<file path="config.mk">
export PLATFORM = sky130hd
export DESIGN_NAME = rhpm_top
export DESIGN_NICKNAME = d
export VERILOG_FILES = /design/src/shared/rhpm_pkg.sv /design/src/rtl/rhpm_top.sv
export VERILOG_INCLUDE_DIRS = /design/src /design/src/shared
export SDC_FILE = /design/constraint.sdc
export NUM_CORES = 1
export LEC_CHECK = 0
export BUFFER_PORTS_ARGS = -buffer_cell sky130_fd_sc_hd__buf_2
export CORE_ASPECT_RATIO = 1.5
export CORE_MARGIN = 2
export CORE_UTILIZATION = 30
export CTS_BUF_LIST = sky130_fd_sc_hd__clkbuf_16
export DETAILED_ROUTE_END_ITERATION = 8
export HOLD_SLACK_MARGIN = 0.15
export SKIP_LAST_GASP = 1
export SYNTH_ARGS = -nofsm -noshare
export SYNTH_HDL_FRONTEND = slang
export SYNTH_SLANG_ARGS = --single-unit
</file>
<file path="constraint.sdc">
create_clock -name aclk -period 1.7 [get_ports aclk]
set_clock_uncertainty 0.2 [all_clocks]
set_input_delay 0.17 -clock aclk [delete_from_list [all_inputs] [get_ports aclk]]
set_output_delay 0.17 -clock aclk [all_outputs]
set_load 0.02 [all_outputs]
</file>
<file path="src/shared/rhpm_regs.svh">
`ifndef RHPM_REGS_SVH
`define RHPM_REGS_SVH

// Bus geometry
`define RHPM_ADDR_W 8
`define RHPM_DATA_W 32

// Register byte offsets
`define RHPM_CTRL_OFS 8'h00
`define RHPM_GPIO_OFS 8'h04
`define RHPM_STAT_OFS 8'h08

// Register index codes returned by the decoder
`define RHPM_IDX_NONE 2'h0
`define RHPM_IDX_CTRL 2'h1
`define RHPM_IDX_GPIO 2'h2
`define RHPM_IDX_STAT 2'h3

// Field widths and reset values
`define RHPM_CTRL_W 5
`define RHPM_CTRL_RST 5'h00
`define RHPM_GPIO_W 2
`define RHPM_GPIO_RST 2'h0
`define RHPM_STAT_W 8

// AXI responses
`define RHPM_RESP_OKAY 2'h0
`define RHPM_RESP_SLVERR 2'h2

// Width of the pad input group that passes the synchroniser
`define RHPM_PAD_IN_W 11

`endif

</file>
<file path="src/shared/rhpm_pkg.sv">
`default_nettype none
package rhpm_pkg;

  typedef enum logic {RT_LINK, RT_AUDIO} rhpm_route_t;

  // Control register, bit 0 is the routing select
  typedef struct packed {
    logic gpio0_alert_sel;
    logic short_pd_dis;
    logic wlan_pd_dis;
    logic audio_master;
    logic audio_route;
  } rhpm_ctrl_t;

  typedef struct packed {
    logic o;
    logic oe;
  } rhpm_pin_t;

  // Drives for every shared pad
  typedef struct packed {
    rhpm_pin_t host_link_request_to_send_out;
    rhpm_pin_t host_link_clear_to_send_in;
    rhpm_pin_t radio_to_host_alert;
    rhpm_pin_t radio_wake_request_in;
    rhpm_pin_t audio_port_clock_pin;
    rhpm_pin_t audio_port_word_select_pin;
    rhpm_pin_t audio_port_data_out_pin;
    rhpm_pin_t gpio0_pin;
    logic host_link_serial_out;
  } rhpm_pads_out_t;

  // Levels seen on the pads, before synchronising
  typedef struct packed {
    logic host_link_request_to_send_out;
    logic host_link_clear_to_send_in;
    logic radio_to_host_alert;
    logic radio_wake_request_in;
    logic host_link_serial_in;
    logic audio_port_clock_pin;
    logic audio_port_word_select_pin;
    logic audio_port_data_in_pin;
    logic wlan_power_enable;
    logic short_radio_power_enable;
    logic gpio0_pin;
  } rhpm_pads_in_t;

  // Internal serial link controller toward the mux
  typedef struct packed {
    logic txd;
    logic rts_assert;
    logic busy;
    logic radio_alert;
    logic wlan_alert;
  } rhpm_link_req_t;

  // Mux toward the internal serial link controller
  typedef struct packed {
    logic rxd;
    logic cts_ok;
    logic dev_wake;
    logic three_wire_sleep;
  } rhpm_link_ind_t;

  // Internal audio port toward the mux
  typedef struct packed {
    logic clk;
    logic sync;
    logic dout;
    logic busy;
  } rhpm_audio_req_t;

  // Mux toward the internal audio port
  typedef struct packed {
    logic clk;
    logic sync;
    logic din;
  } rhpm_audio_ind_t;

  // Power manager controls per section
  typedef struct packed {
    logic wlan_reg_on;
    logic wlan_hold_reset;
    logic wlan_pulldown_en;
    logic short_reg_on;
    logic short_hold_reset;
    logic short_pulldown_en;
  } rhpm_power_t;

endpackage
`default_nettype wire

</file>
<file path="src/rtl/rhpm_top.sv">
// Overview of operation
// - Reset gives wake and link pins defaults
// - Audio select puts PCM on four pins
// - Rerouted audio means three-wire in-band sleep
// - Clear-to-send low means host allows sending
// - Request-to-send driven low asserts, high deasserts
// - Audio clock and sync drive only as master
// - WLAN enable switches WLAN regulators
// - WLAN enable low holds WLAN in reset
// - Short radio enable switches regulators and reset
// - Enable pull-downs on after reset, software-disable
// - GPIO0 becomes output as WLAN host alert
//
// Chosen here: the register addresses and the AXI4-Lite slave port.
`include "rhpm_regs.svh"
`default_nettype none
module rhpm_top
  import rhpm_pkg::*;
(
  // Clock and reset
  input wire logic aclk,
  input wire logic aresetn,
  // AXI4-Lite write address and data
  input wire logic [`RHPM_ADDR_W-1:0] s_axi_awaddr,
  input wire logic [2:0] s_axi_awprot,
  input wire logic s_axi_awvalid,
  output logic s_axi_awready,
  input wire logic [`RHPM_DATA_W-1:0] s_axi_wdata,
  input wire logic [3:0] s_axi_wstrb,
  input wire logic s_axi_wvalid,
  output logic s_axi_wready,
  // AXI4-Lite write response
  output logic [1:0] s_axi_bresp,
  output logic s_axi_bvalid,
  input wire logic s_axi_bready,
  // AXI4-Lite read
  input wire logic [`RHPM_ADDR_W-1:0] s_axi_araddr,
  input wire logic [2:0] s_axi_arprot,
  input wire logic s_axi_arvalid,
  output logic s_axi_arready,
  output logic [`RHPM_DATA_W-1:0] s_axi_rdata,
  output logic [1:0] s_axi_rresp,
  output logic s_axi_rvalid,
  input wire logic s_axi_rready,
  // Pads
  input wire rhpm_pads_in_t pads_in,
  output rhpm_pads_out_t pads_out,
  // Internal serial link controller
  input wire rhpm_link_req_t link_req,
  output rhpm_link_ind_t link_ind,
  // Internal audio port
  input wire rhpm_audio_req_t audio_req,
  output rhpm_audio_ind_t audio_ind,
  // Power manager
  output rhpm_power_t power
);

  // Decoder shared by the read and write paths
  function automatic logic [1:0] reg_index(input logic [`RHPM_ADDR_W-1:0] a);
    if (a == `RHPM_CTRL_OFS) begin
      reg_index = `RHPM_IDX_CTRL;
    end else if (a == `RHPM_GPIO_OFS) begin
      reg_index = `RHPM_IDX_GPIO;
    end else if (a == `RHPM_STAT_OFS) begin
      reg_index = `RHPM_IDX_STAT;
    end else begin
      reg_index = `RHPM_IDX_NONE;
    end
  endfunction

  // Pad synchroniser: first stage feeds only the second
  logic [`RHPM_PAD_IN_W-1:0] meta_r, meta_nxt;
  logic [`RHPM_PAD_IN_W-1:0] sync_r, sync_nxt;
  rhpm_pads_in_t pin_s;

  always_comb begin
    meta_nxt = pads_in;
    sync_nxt = meta_r;
  end

  always_ff @(posedge aclk) begin
    if (!aresetn) begin
      meta_r <= '0;
      sync_r <= '0;
    end else begin
      meta_r <= meta_nxt;
      sync_r <= sync_nxt;
    end
  end

  assign pin_s = rhpm_pads_in_t'(sync_r);

  // Software state
  rhpm_ctrl_t ctrl_r, ctrl_nxt;
  rhpm_pin_t gpio_r, gpio_nxt;
  rhpm_route_t route_r, route_nxt;
  logic [`RHPM_STAT_W-1:0] status;

  // AXI slave state
  logic awready_r, awready_nxt;
  logic wready_r, wready_nxt;
  logic bvalid_r, bvalid_nxt;
  logic [1:0] bresp_r, bresp_nxt;
  logic arready_r, arready_nxt;
  logic rvalid_r, rvalid_nxt;
  logic [1:0] rresp_r, rresp_nxt;
  logic [`RHPM_DATA_W-1:0] rdata_r, rdata_nxt;
  logic aw_got_r, aw_got_nxt;
  logic w_got_r, w_got_nxt;
  logic [`RHPM_ADDR_W-1:0] awaddr_r, awaddr_nxt;
  logic [`RHPM_DATA_W-1:0] wdata_r, wdata_nxt;
  logic wstrb0_r, wstrb0_nxt;
  logic hs_aw, hs_w, hs_ar;
  logic [`RHPM_ADDR_W-1:0] wa;
  logic [`RHPM_DATA_W-1:0] wd;
  logic wlane;

  assign hs_aw = s_axi_awvalid && awready_r;
  assign hs_w = s_axi_wvalid && wready_r;
  assign hs_ar = s_axi_arvalid && arready_r;
  assign wa = hs_aw ? s_axi_awaddr : awaddr_r;
  assign wd = hs_w ? s_axi_wdata : wdata_r;
  assign wlane = hs_w ? s_axi_wstrb[0] : wstrb0_r;

  // Address and data taken in either order; the write lands once both are in
  always_comb begin
    aw_got_nxt = aw_got_r || hs_aw;
    w_got_nxt = w_got_r || hs_w;
    awaddr_nxt = wa;
    wdata_nxt = wd;
    wstrb0_nxt = wlane;
    bvalid_nxt = bvalid_r && !s_axi_bready;
    bresp_nxt = bresp_r;
    ctrl_nxt = ctrl_r;
    gpio_nxt = gpio_r;
    if (aw_got_nxt && w_got_nxt && !bvalid_r) begin
      aw_got_nxt = 1'b0;
      w_got_nxt = 1'b0;
      bvalid_nxt = 1'b1;
      bresp_nxt = `RHPM_RESP_OKAY;
      if (reg_index(wa) == `RHPM_IDX_CTRL) begin
        if (wlane) begin
          ctrl_nxt = rhpm_ctrl_t'(wd[`RHPM_CTRL_W-1:0]);
        end
      end else if (reg_index(wa) == `RHPM_IDX_GPIO) begin
        if (wlane) begin
          gpio_nxt = rhpm_pin_t'(wd[`RHPM_GPIO_W-1:0]);
        end
      end else if (reg_index(wa) == `RHPM_IDX_STAT) begin
        bresp_nxt = `RHPM_RESP_OKAY;
      end else begin
        bresp_nxt = `RHPM_RESP_SLVERR;
      end
    end
    awready_nxt = !aw_got_nxt && !bvalid_nxt;
    wready_nxt = !w_got_nxt && !bvalid_nxt;
  end

  // Read answers one cycle after the address is taken
  always_comb begin
    rvalid_nxt = rvalid_r && !s_axi_rready;
    rresp_nxt = rresp_r;
    rdata_nxt = rdata_r;
    if (hs_ar) begin
      rvalid_nxt = 1'b1;
      rresp_nxt = `RHPM_RESP_OKAY;
      rdata_nxt = '0;
      if (reg_index(s_axi_araddr) == `RHPM_IDX_CTRL) begin
        rdata_nxt[`RHPM_CTRL_W-1:0] = ctrl_r;
      end else if (reg_index(s_axi_araddr) == `RHPM_IDX_GPIO) begin
        rdata_nxt[`RHPM_GPIO_W-1:0] = gpio_r;
      end else if (reg_index(s_axi_araddr) == `RHPM_IDX_STAT) begin
        rdata_nxt[`RHPM_STAT_W-1:0] = status;
      end else begin
        rresp_nxt = `RHPM_RESP_SLVERR;
      end
    end
    arready_nxt = !rvalid_nxt;
  end

  always_ff @(posedge aclk) begin
    if (!aresetn) begin
      awready_r <= 1'b0;
      wready_r <= 1'b0;
      bvalid_r <= 1'b0;
      bresp_r <= `RHPM_RESP_OKAY;
      arready_r <= 1'b0;
      rvalid_r <= 1'b0;
      rresp_r <= `RHPM_RESP_OKAY;
      rdata_r <= '0;
      aw_got_r <= 1'b0;
      w_got_r <= 1'b0;
      awaddr_r <= '0;
      wdata_r <= '0;
      wstrb0_r <= 1'b0;
      // link routing and enabled pull-downs after reset
      ctrl_r <= rhpm_ctrl_t'(`RHPM_CTRL_RST);
      gpio_r <= rhpm_pin_t'(`RHPM_GPIO_RST);
    end else begin
      awready_r <= awready_nxt;
      wready_r <= wready_nxt;
      bvalid_r <= bvalid_nxt;
      bresp_r <= bresp_nxt;
      arready_r <= arready_nxt;
      rvalid_r <= rvalid_nxt;
      rresp_r <= rresp_nxt;
      rdata_r <= rdata_nxt;
      aw_got_r <= aw_got_nxt;
      w_got_r <= w_got_nxt;
      awaddr_r <= awaddr_nxt;
      wdata_r <= wdata_nxt;
      wstrb0_r <= wstrb0_nxt;
      ctrl_r <= ctrl_nxt;
      gpio_r <= gpio_nxt;
    end
  end

  assign s_axi_awready = awready_r;
  assign s_axi_wready = wready_r;
  assign s_axi_bvalid = bvalid_r;
  assign s_axi_bresp = bresp_r;
  assign s_axi_arready = arready_r;
  assign s_axi_rvalid = rvalid_r;
  assign s_axi_rresp = rresp_r;
  assign s_axi_rdata = rdata_r;

  // Routing follows the select only between symbols, never mid-frame
  always_comb begin
    route_nxt = route_r;
    case (route_r)
      RT_LINK: begin
        if (ctrl_r.audio_route && !link_req.busy && !audio_req.busy) begin
          route_nxt = RT_AUDIO;
        end
      end
      RT_AUDIO: begin
        if (!ctrl_r.audio_route && !link_req.busy && !audio_req.busy) begin
          route_nxt = RT_LINK;
        end
      end
      default: begin
        route_nxt = RT_LINK;
      end
    endcase
  end

  always_ff @(posedge aclk) begin
    if (!aresetn) begin
      route_r <= RT_LINK;
    end else begin
      route_r <= route_nxt;
    end
  end

  assign status = {pin_s.radio_to_host_alert,
                   pin_s.radio_wake_request_in,
                   pin_s.gpio0_pin,
                   !pin_s.host_link_clear_to_send_in,
                   pin_s.short_radio_power_enable,
                   pin_s.wlan_power_enable,
                   ctrl_r.audio_route != (route_r == RT_AUDIO),
                   route_r == RT_AUDIO};

  // Pad and core-side outputs, all registered
  rhpm_pads_out_t pads_r, pads_nxt;
  rhpm_link_ind_t link_r, link_nxt;
  rhpm_audio_ind_t audio_r, audio_nxt;
  rhpm_power_t power_r, power_nxt;

  always_comb begin
    pads_nxt = '0;
    link_nxt = '0;
    audio_nxt = '0;
    pads_nxt.host_link_serial_out = link_req.txd;
    link_nxt.rxd = pin_s.host_link_serial_in;
    if (route_r == RT_LINK) begin
      // flow control and wake functions on shared pads
      pads_nxt.host_link_request_to_send_out = '{o: !link_req.rts_assert, oe: 1'b1};
      pads_nxt.radio_to_host_alert = '{o: link_req.radio_alert, oe: 1'b1};
      link_nxt.cts_ok = !pin_s.host_link_clear_to_send_in;
      link_nxt.dev_wake = pin_s.radio_wake_request_in;
      // clock and sync driven only as master
      pads_nxt.audio_port_clock_pin = '{o: audio_req.clk, oe: ctrl_r.audio_master};
      pads_nxt.audio_port_word_select_pin = '{o: audio_req.sync, oe: ctrl_r.audio_master};
      pads_nxt.audio_port_data_out_pin = '{o: audio_req.dout, oe: 1'b1};
      audio_nxt.clk = ctrl_r.audio_master ? audio_req.clk : pin_s.audio_port_clock_pin;
      audio_nxt.sync = ctrl_r.audio_master ? audio_req.sync : pin_s.audio_port_word_select_pin;
      audio_nxt.din = pin_s.audio_port_data_in_pin;
    end else begin
      // clock, data out, sync, data in on shared pads
      // clock and sync driven only as master
      pads_nxt.host_link_request_to_send_out = '{o: audio_req.clk, oe: ctrl_r.audio_master};
      pads_nxt.host_link_clear_to_send_in = '{o: audio_req.dout, oe: 1'b1};
      pads_nxt.radio_to_host_alert = '{o: audio_req.sync, oe: ctrl_r.audio_master};
      audio_nxt.clk = ctrl_r.audio_master ? audio_req.clk
                                          : pin_s.host_link_request_to_send_out;
      audio_nxt.sync = ctrl_r.audio_master ? audio_req.sync : pin_s.radio_to_host_alert;
      audio_nxt.din = pin_s.radio_wake_request_in;
      // three-wire sleep, no pad flow control
      link_nxt.cts_ok = 1'b1;
      link_nxt.three_wire_sleep = 1'b1;
    end
    // GPIO0 output as WLAN host alert
    if (ctrl_r.gpio0_alert_sel) begin
      pads_nxt.gpio0_pin = '{o: link_req.wlan_alert, oe: 1'b1};
    end else begin
      pads_nxt.gpio0_pin = gpio_r;
    end
  end

  always_comb begin
    power_nxt.wlan_reg_on = pin_s.wlan_power_enable;
    // WLAN held in reset while disabled
    power_nxt.wlan_hold_reset = !pin_s.wlan_power_enable;
    power_nxt.short_reg_on = pin_s.short_radio_power_enable;
    power_nxt.short_hold_reset = !pin_s.short_radio_power_enable;
    power_nxt.wlan_pulldown_en = !ctrl_r.wlan_pd_dis;
    power_nxt.short_pulldown_en = !ctrl_r.short_pd_dis;
  end

  always_ff @(posedge aclk) begin
    if (!aresetn) begin
      pads_r <= '0;
      link_r <= '0;
      audio_r <= '0;
      // Sections stay held and pull-downs on until the pads are sampled
      power_r <= '{wlan_reg_on: 1'b0, wlan_hold_reset: 1'b1, wlan_pulldown_en: 1'b1,
                   short_reg_on: 1'b0, short_hold_reset: 1'b1, short_pulldown_en: 1'b1};
    end else begin
      pads_r <= pads_nxt;
      link_r <= link_nxt;
      audio_r <= audio_nxt;
      power_r <= power_nxt;
    end
  end

  assign pads_out = pads_r;
  assign link_ind = link_r;
  assign audio_ind = audio_r;
  assign power = power_r;

endmodule
`default_nettype wire

</file>
==> flow_summary.ini, run 1 <==
[floorplanning]
core_um2 = 10530
start_util_pct = 30.60
die_h_um = 130.9
die_w_um = 88.63
num_rows = 46
die_area_um2 = 11610
ios = 156

[clock_tree]
cts-htree-levels = 3
cts_num_sinks = 86
cts_tree = yes
cts_buffers = 9
clk_pin_slew_ns = 0.06
cts_root_buf = clkbuf_16
worstSkewPairLatency_ns = 0.33
clockBufferDepth = 2

[setup_path]
rr_endpoint = ctrl_r[1]
rr_startpoint = s_axi_awready
reg2reg_slack_ns = -0.12
worstPathArrival_ns = 1.88
worstPathRequired_ns = 1.76
end_kind = flip-flop
start_kind = flip-flop
path_max_fanout = 6
rr_worst_depth = 5
critPathKind = flip-flop to flip-flop

[timing]
worst_pin_slew_ns = 0.5052
slew_viol_final = 0
layout_min_cycle_time_ns = 1.820
slew_headroom_pct = 65.36
rsz0062_at_grt = yes
setup_tns_ns = -0.6932
fin_ws_ns = -0.1197
whs_ns = 0.05395
post-route-period-util_pct = 107.0
max_freq_mhz = 549.5
finalHoldViolations = 0
finalSetupViolCount = 7

[synthesis]
synthCells = 320
yosysUniqueCellTypes = 40
ys_seq_elements = 86
syn_avg_cell_area_um2 = 10.07
yosysMostFrequentCell = dfxtp_1
synthTopCellsByArea = dfxtp_1 (53%), buf_4 (7.2%), and2_1 (6.6%)
yosys.area.top_type = dfxtp_1
synthArstFlopShare_pct = 0
yosys_most_used_dff = dfxtp_1
yosysTopAreaCellShare_pct = 53.42
netlist_area_um2 = 3223
ys_warn_count = 0
synth_edf_count = 0
synth_seq_area_share_pct = 53.42
synth_commonest_cells = dfxtp_1 (86), nand2_1 (37), and2_1 (34)

[detailed_routing]
drtIter0Drc = 92
wl_per_cell_um = 11.95
drc_errors = 0
vias_per_cell = 4.216
final_antenna_net_count = 0
first_pass_iters = 4
wl_um = 7408
num_vias = 2614

[layout]
fin_cells = 620
n_antenna_cell = 0
fin_nets = 557
area_growth_pct = 44.14
fill_cells = 1009
layout-drive-gt1-share_pct = 30.46
seqCellArea_um2 = 1732
multiInputGateArea_um2 = 1364

[hold_path]
whs_path_depth = 3
min_to = wstrb0_r
hp-class = input port to flip-flop
hold_start = s_axi_wstrb[0]

[pwr]
switching_power_uw = 1047
power_frac_comb_pct = 12.7
seq_power_share_pct = 48.7
intPower_uw = 3326
power.density_nw_per_um2 = 941.3
swShare_pct = 23.94
p_leak_uw = 0.002091
ir_drop_v = 0.0006159
total_power_uw = 4373
clkPwrFrac_pct = 38.6

[grt]
grt_max_degree = 24
grt_overflow = 0
grt_usage_pct = 12.37
grt_pass1_wl_um = 10980
antenna_found_initial = 0
grt_util_met1_pct = 13.42
met3_usage_pct = 3.266
grt_use_met2_pct = 21.99
grt_pass1_vias = 2432
top_usage_layer = met2

[placement]
gp_routability_congestion = 0.7765
dp_hpwl_um = 5228
place_inst = 555
io_buffers = 91

[status]
violations = negative setup slack
outcome = complete, but fails checks

[flow_run]
maxCapViolations = 0
state kept, by name (all words and copies together), names as in the netlist:
signal         count
s_axi_bvalid       1
s_axi_wready       1
s_axi_bresp        1
gpio_r             2
w_got_r            1
wstrb0_r           1
link_ind           4
audio_ind          3
pin_s             11
meta_r            11
wdata_r            5
ctrl_r             5
awaddr_r           8
s_axi_rdata        8
power              6
aw_got_r           1
s_axi_rvalid       1
s_axi_arready      1
route_r            1
s_axi_rresp        1
pads_out          12
s_axi_awready      1
metal layers:
layer | wire [um] | vias to the layer above
met5 | 0 | -
li1 | - | 1311
met2 | 3977 | 85
met3 | 382 | 12
met1 | 2908 | 1206
met4 | 139 | 0
how the worst max path moves through the flow:
stage	start	to
global placement	s_axi_awaddr[7]	ctrl_r[0]
detailed placement	s_axi_awaddr[7]	ctrl_r[1]
global route	s_axi_awready	ctrl_r[1]
floorplan	s_axi_awready	ctrl_r[4]
CTS	awaddr_r[0]	ctrl_r[1]
finish	s_axi_awready	ctrl_r[1]
final cells by class:
type,count,area share (%)
repair buffers,158,23.24
flip-flops and latches,86,37.27
multi-input cells,208,29.36
clock buffers,9,4.848
inverters,9,0.7272
well taps,144,3.878
clock inverters,6,0.6733
cell families after synthesis:
| family | share of synthesized area [%] |
|---|---|
| xor+xnor | 0.2718 |
| other cells | 0.1163 |
| mux | 6.521 |
| simple gates | 19.80 |
| compound gates | 10.05 |
| flops | 53.42 |
| buf+inv | 9.821 |
stage by stage:
stage | util [%] | setup WS, ns | area, um2
2_1_floorplan | - | -0.2787 | 3349
3_3_place_gp | 36.35 | -0.1654 | 3829
3_5_place_dp | 36.35 | -0.1945 | 3829
4_1_cts | 43.40 | -0.1800 | 4571
5_1_grt | 44.11 | -0.2111 | 4646
6_report | 44.11 | -0.1197 | 4646
critical path, stage by stage, from the launching register on:
cell and delay, ns:
dfxtp_4 0.38, a21oi_4 0.06, or3_4 0.39, a2111oi_4 0.33, buf_4 0.21, mux2i_1 0.19
cells in the final DEF (no fill, tap or decap), drive strengths merged, types with 4 or more instances in the layout:
| cell type | synthesis | final |
|---|---|---|
| dfxtp | 86 | 86 |
| a21boi | 16 | 16 |
| mux2i | 15 | 15 |
| and2 | 34 | 34 |
| nor4 | 4 | 4 |
| nor2b | 12 | 12 |
| nand2b | 6 | 6 |
| inv | 9 | 12 |
| and3 | 4 | 4 |
| dlygate4sd3 | 0 | 47 |
| nand3 | 5 | 5 |
| a21oi | 7 | 7 |
| mux2 | 5 | 5 |
| nor2 | 7 | 7 |
| conb | 1 | 28 |
| buf | 33 | 111 |
| nand2 | 37 | 37 |
| clkbuf | 11 | 9 |
power groups by stage:
stage	clock, uW	combinational (uW)	sequential, uW
5_1_grt	1830	601	2140
6_report	1690	554	2130
3_5_place_dp	0	427	2170
3_3_place_gp	0	420	2170
4_1_cts	1750	533	2130
2_1_floorplan	0	275	2210
what timing repair did:
item / CTS / global route
cloned: 0 / 0
pin swaps: 3 / 7
buffers inserted: 2 / 1
endpoints found under the setup margin: 7 / 16
hold buffers: 45 / 4
resized for setup: 3 / 9
hold endpoints to repair: 55 / 6
Note: power is estimated with default switching activity, not from simulation.
==> run 2, diff against run 1 <==
- CORE_MARGIN: 2 -> 5
- SETUP_SLACK_MARGIN: unset -> 0.5
==> run 2 against run 1 <==
Effect of this change: the flow finishes with violations (negative hold slack, negative setup slack); utilization up 3.8 points; routed wire length increased by 10%; setup slack better by 0.020 ns; non-clock buffer count up 2; critical endpoint is now ctrl_r[3]; highest routed layer unchanged.
==> flow_summary.ini, run 2 (same netlist as run 1, synthesis figures left out) <==
[layout]
post-route-util_pct = 47.94
layout-drive-gt1-share_pct = 41.96
final_cell_mix = dfxtp_1 (63), buf_2 (62), buf_6 (35)
area_growth_pct = 56.68
seqCellArea_um2 = 1760
layout_commonest_cell = dfxtp_1
n_antenna_cell = 0
fin_nets = 559
final_area_um2 = 5050
multiInputGateArea_um2 = 1474
largest_reg_flops = 12
fill_cells = 958

[timing]
finalHoldViolations = 2
layout_min_cycle_time_ns = 1.800
slew_viol_final = 0
finalSetupViolCount = 7
rsz0062_at_grt = yes
fin_ws_ns = -0.09971
whs_ns = -0.06349
max_freq_mhz = 555.6
post-route-period-util_pct = 105.9

[clock_tree]
cts-htree-levels = 3
cts_num_sinks = 86
cts_buffers = 9
cts_root_buf = clkbuf_16
clk_pin_slew_ns = 0.06
cts_tree = yes
worstSkewPairLatency_ns = 0.33
clockBufferDepth = 2

[setup_path]
cp_top_family = simple AND/OR/NAND/NOR gates
worstPathRequired_ns = 1.76
slowest_stage = a2111oi_4
end_kind = flip-flop
critPathKind = flip-flop to flip-flop
path_max_fanout = 4
path_cells = nor4_2 -> nand3_1 -> a2111oi_4 -> buf_4 -> mux2i_1
path_buf_inv = 1
start_kind = flip-flop
critPathMaxStageDelay_ns = 0.38
worstPathArrival_ns = 1.86

[floorplanning]
die_area_um2 = 12960
die_w_um = 94.63
ios = 156
num_rows = 46
die_h_um = 136.9
start_util_pct = 30.60
core_um2 = 10530

[pwr]
ir_drop_v = 0.0005116
p_leak_uw = 0.002231
power.density_nw_per_um2 = 928.1
total_power_uw = 4687

[flow_run]
maxCapViolations = 0

[grt]
grt_max_degree = 53
grt_overflow = 0
antenna_found_initial = 0
grt_pass1_wl_um = 12690
grt_usage_pct = 12.69
grt_pass1_vias = 2768

[detailed_routing]
wl_per_cell_um = 13.12
drc_errors = 0
first_pass_iters = 4
final_antenna_net_count = 0
vias_per_cell = 4.223
wl_um = 8171
num_vias = 2631
drtIter0Drc = 80

[placement]
dp_hpwl_um = 5527
place_ws_ns = -0.2146
gp_routability_congestion = 0.7479
io_buffers = 91
dpl_cell_area_um2 = 3866

[status]
outcome = complete, but fails checks
violations = negative hold slack, negative setup slack

[hold_path]
hp-class = input port to flip-flop
run 2: timing repair:
item | CTS | global route
gates cloned | 0 | 1
pin swaps | 3 | 5
hold buffers | 32 | 3
endpoints found under the hold margin | 57 | 19
setup endpoints to repair | 64 | 67
setup buffers | 9 | 5
gates resized for setup | 77 | 58
run 2: worst reg2reg max path, stage by stage, from the launching register on:
cell       delay (ns)
dfxtp_2          0.33
nor4_2           0.26
nand3_1          0.17
a2111oi_4        0.38
buf_4            0.21
mux2i_1          0.19
run 2: cell type report:
| type | count | share of cell area, % |
|---|---|---|
| inverter | 9 | 0.6690 |
| tap | 144 | 3.568 |
| timing repair buffer | 160 | 25.94 |
| sequential | 86 | 34.86 |
| clock buffer | 9 | 4.460 |
| multi-input combinational | 208 | 29.19 |
| clock inverter | 7 | 1.313 |
run 2: final timing paths:
check	endpoint	slack, ns	cells after the start	start
worst min register to register	power[4]	0.21	1	pin_s[2]
worst min-delay path	wdata_r[4]	-0.06	3	s_axi_wdata[4]
worst max-delay path	ctrl_r[3]	-0.1	5	awaddr_r[0]
worst max register to register	ctrl_r[3]	-0.1	5	awaddr_r[0]
run 2: power by group:
part | switching [uW] | internal [uW] | leakage [uW] | total, uW
combinational | 316 | 328 | 0.00137 | 644
clock | 779 | 1130 | 0.000146 | 1910
sequential | 40.5 | 2090 | 0.000715 | 2130
total | 1140 | 3550 | 0.00223 | 4690
run 2: metrics by stage:
step | setup TNS, ns | std cells
floorplan | -0.9012 | 347
global placement | -1.062 | 557
detailed placement | -1.213 | 557
CTS | -0.7500 | 614
global route | -1.210 | 623
finish | -0.6191 | 623
run 2: per-layer routing:
metal	global-route usage [%]	part of all wire, %	vias up
met3	3.795	6.0	14
met1	12.79	36	1216
met2	23.54	55	86
met5	0	0	-
met4	5.698	2.5	0
li1	-	-	1315
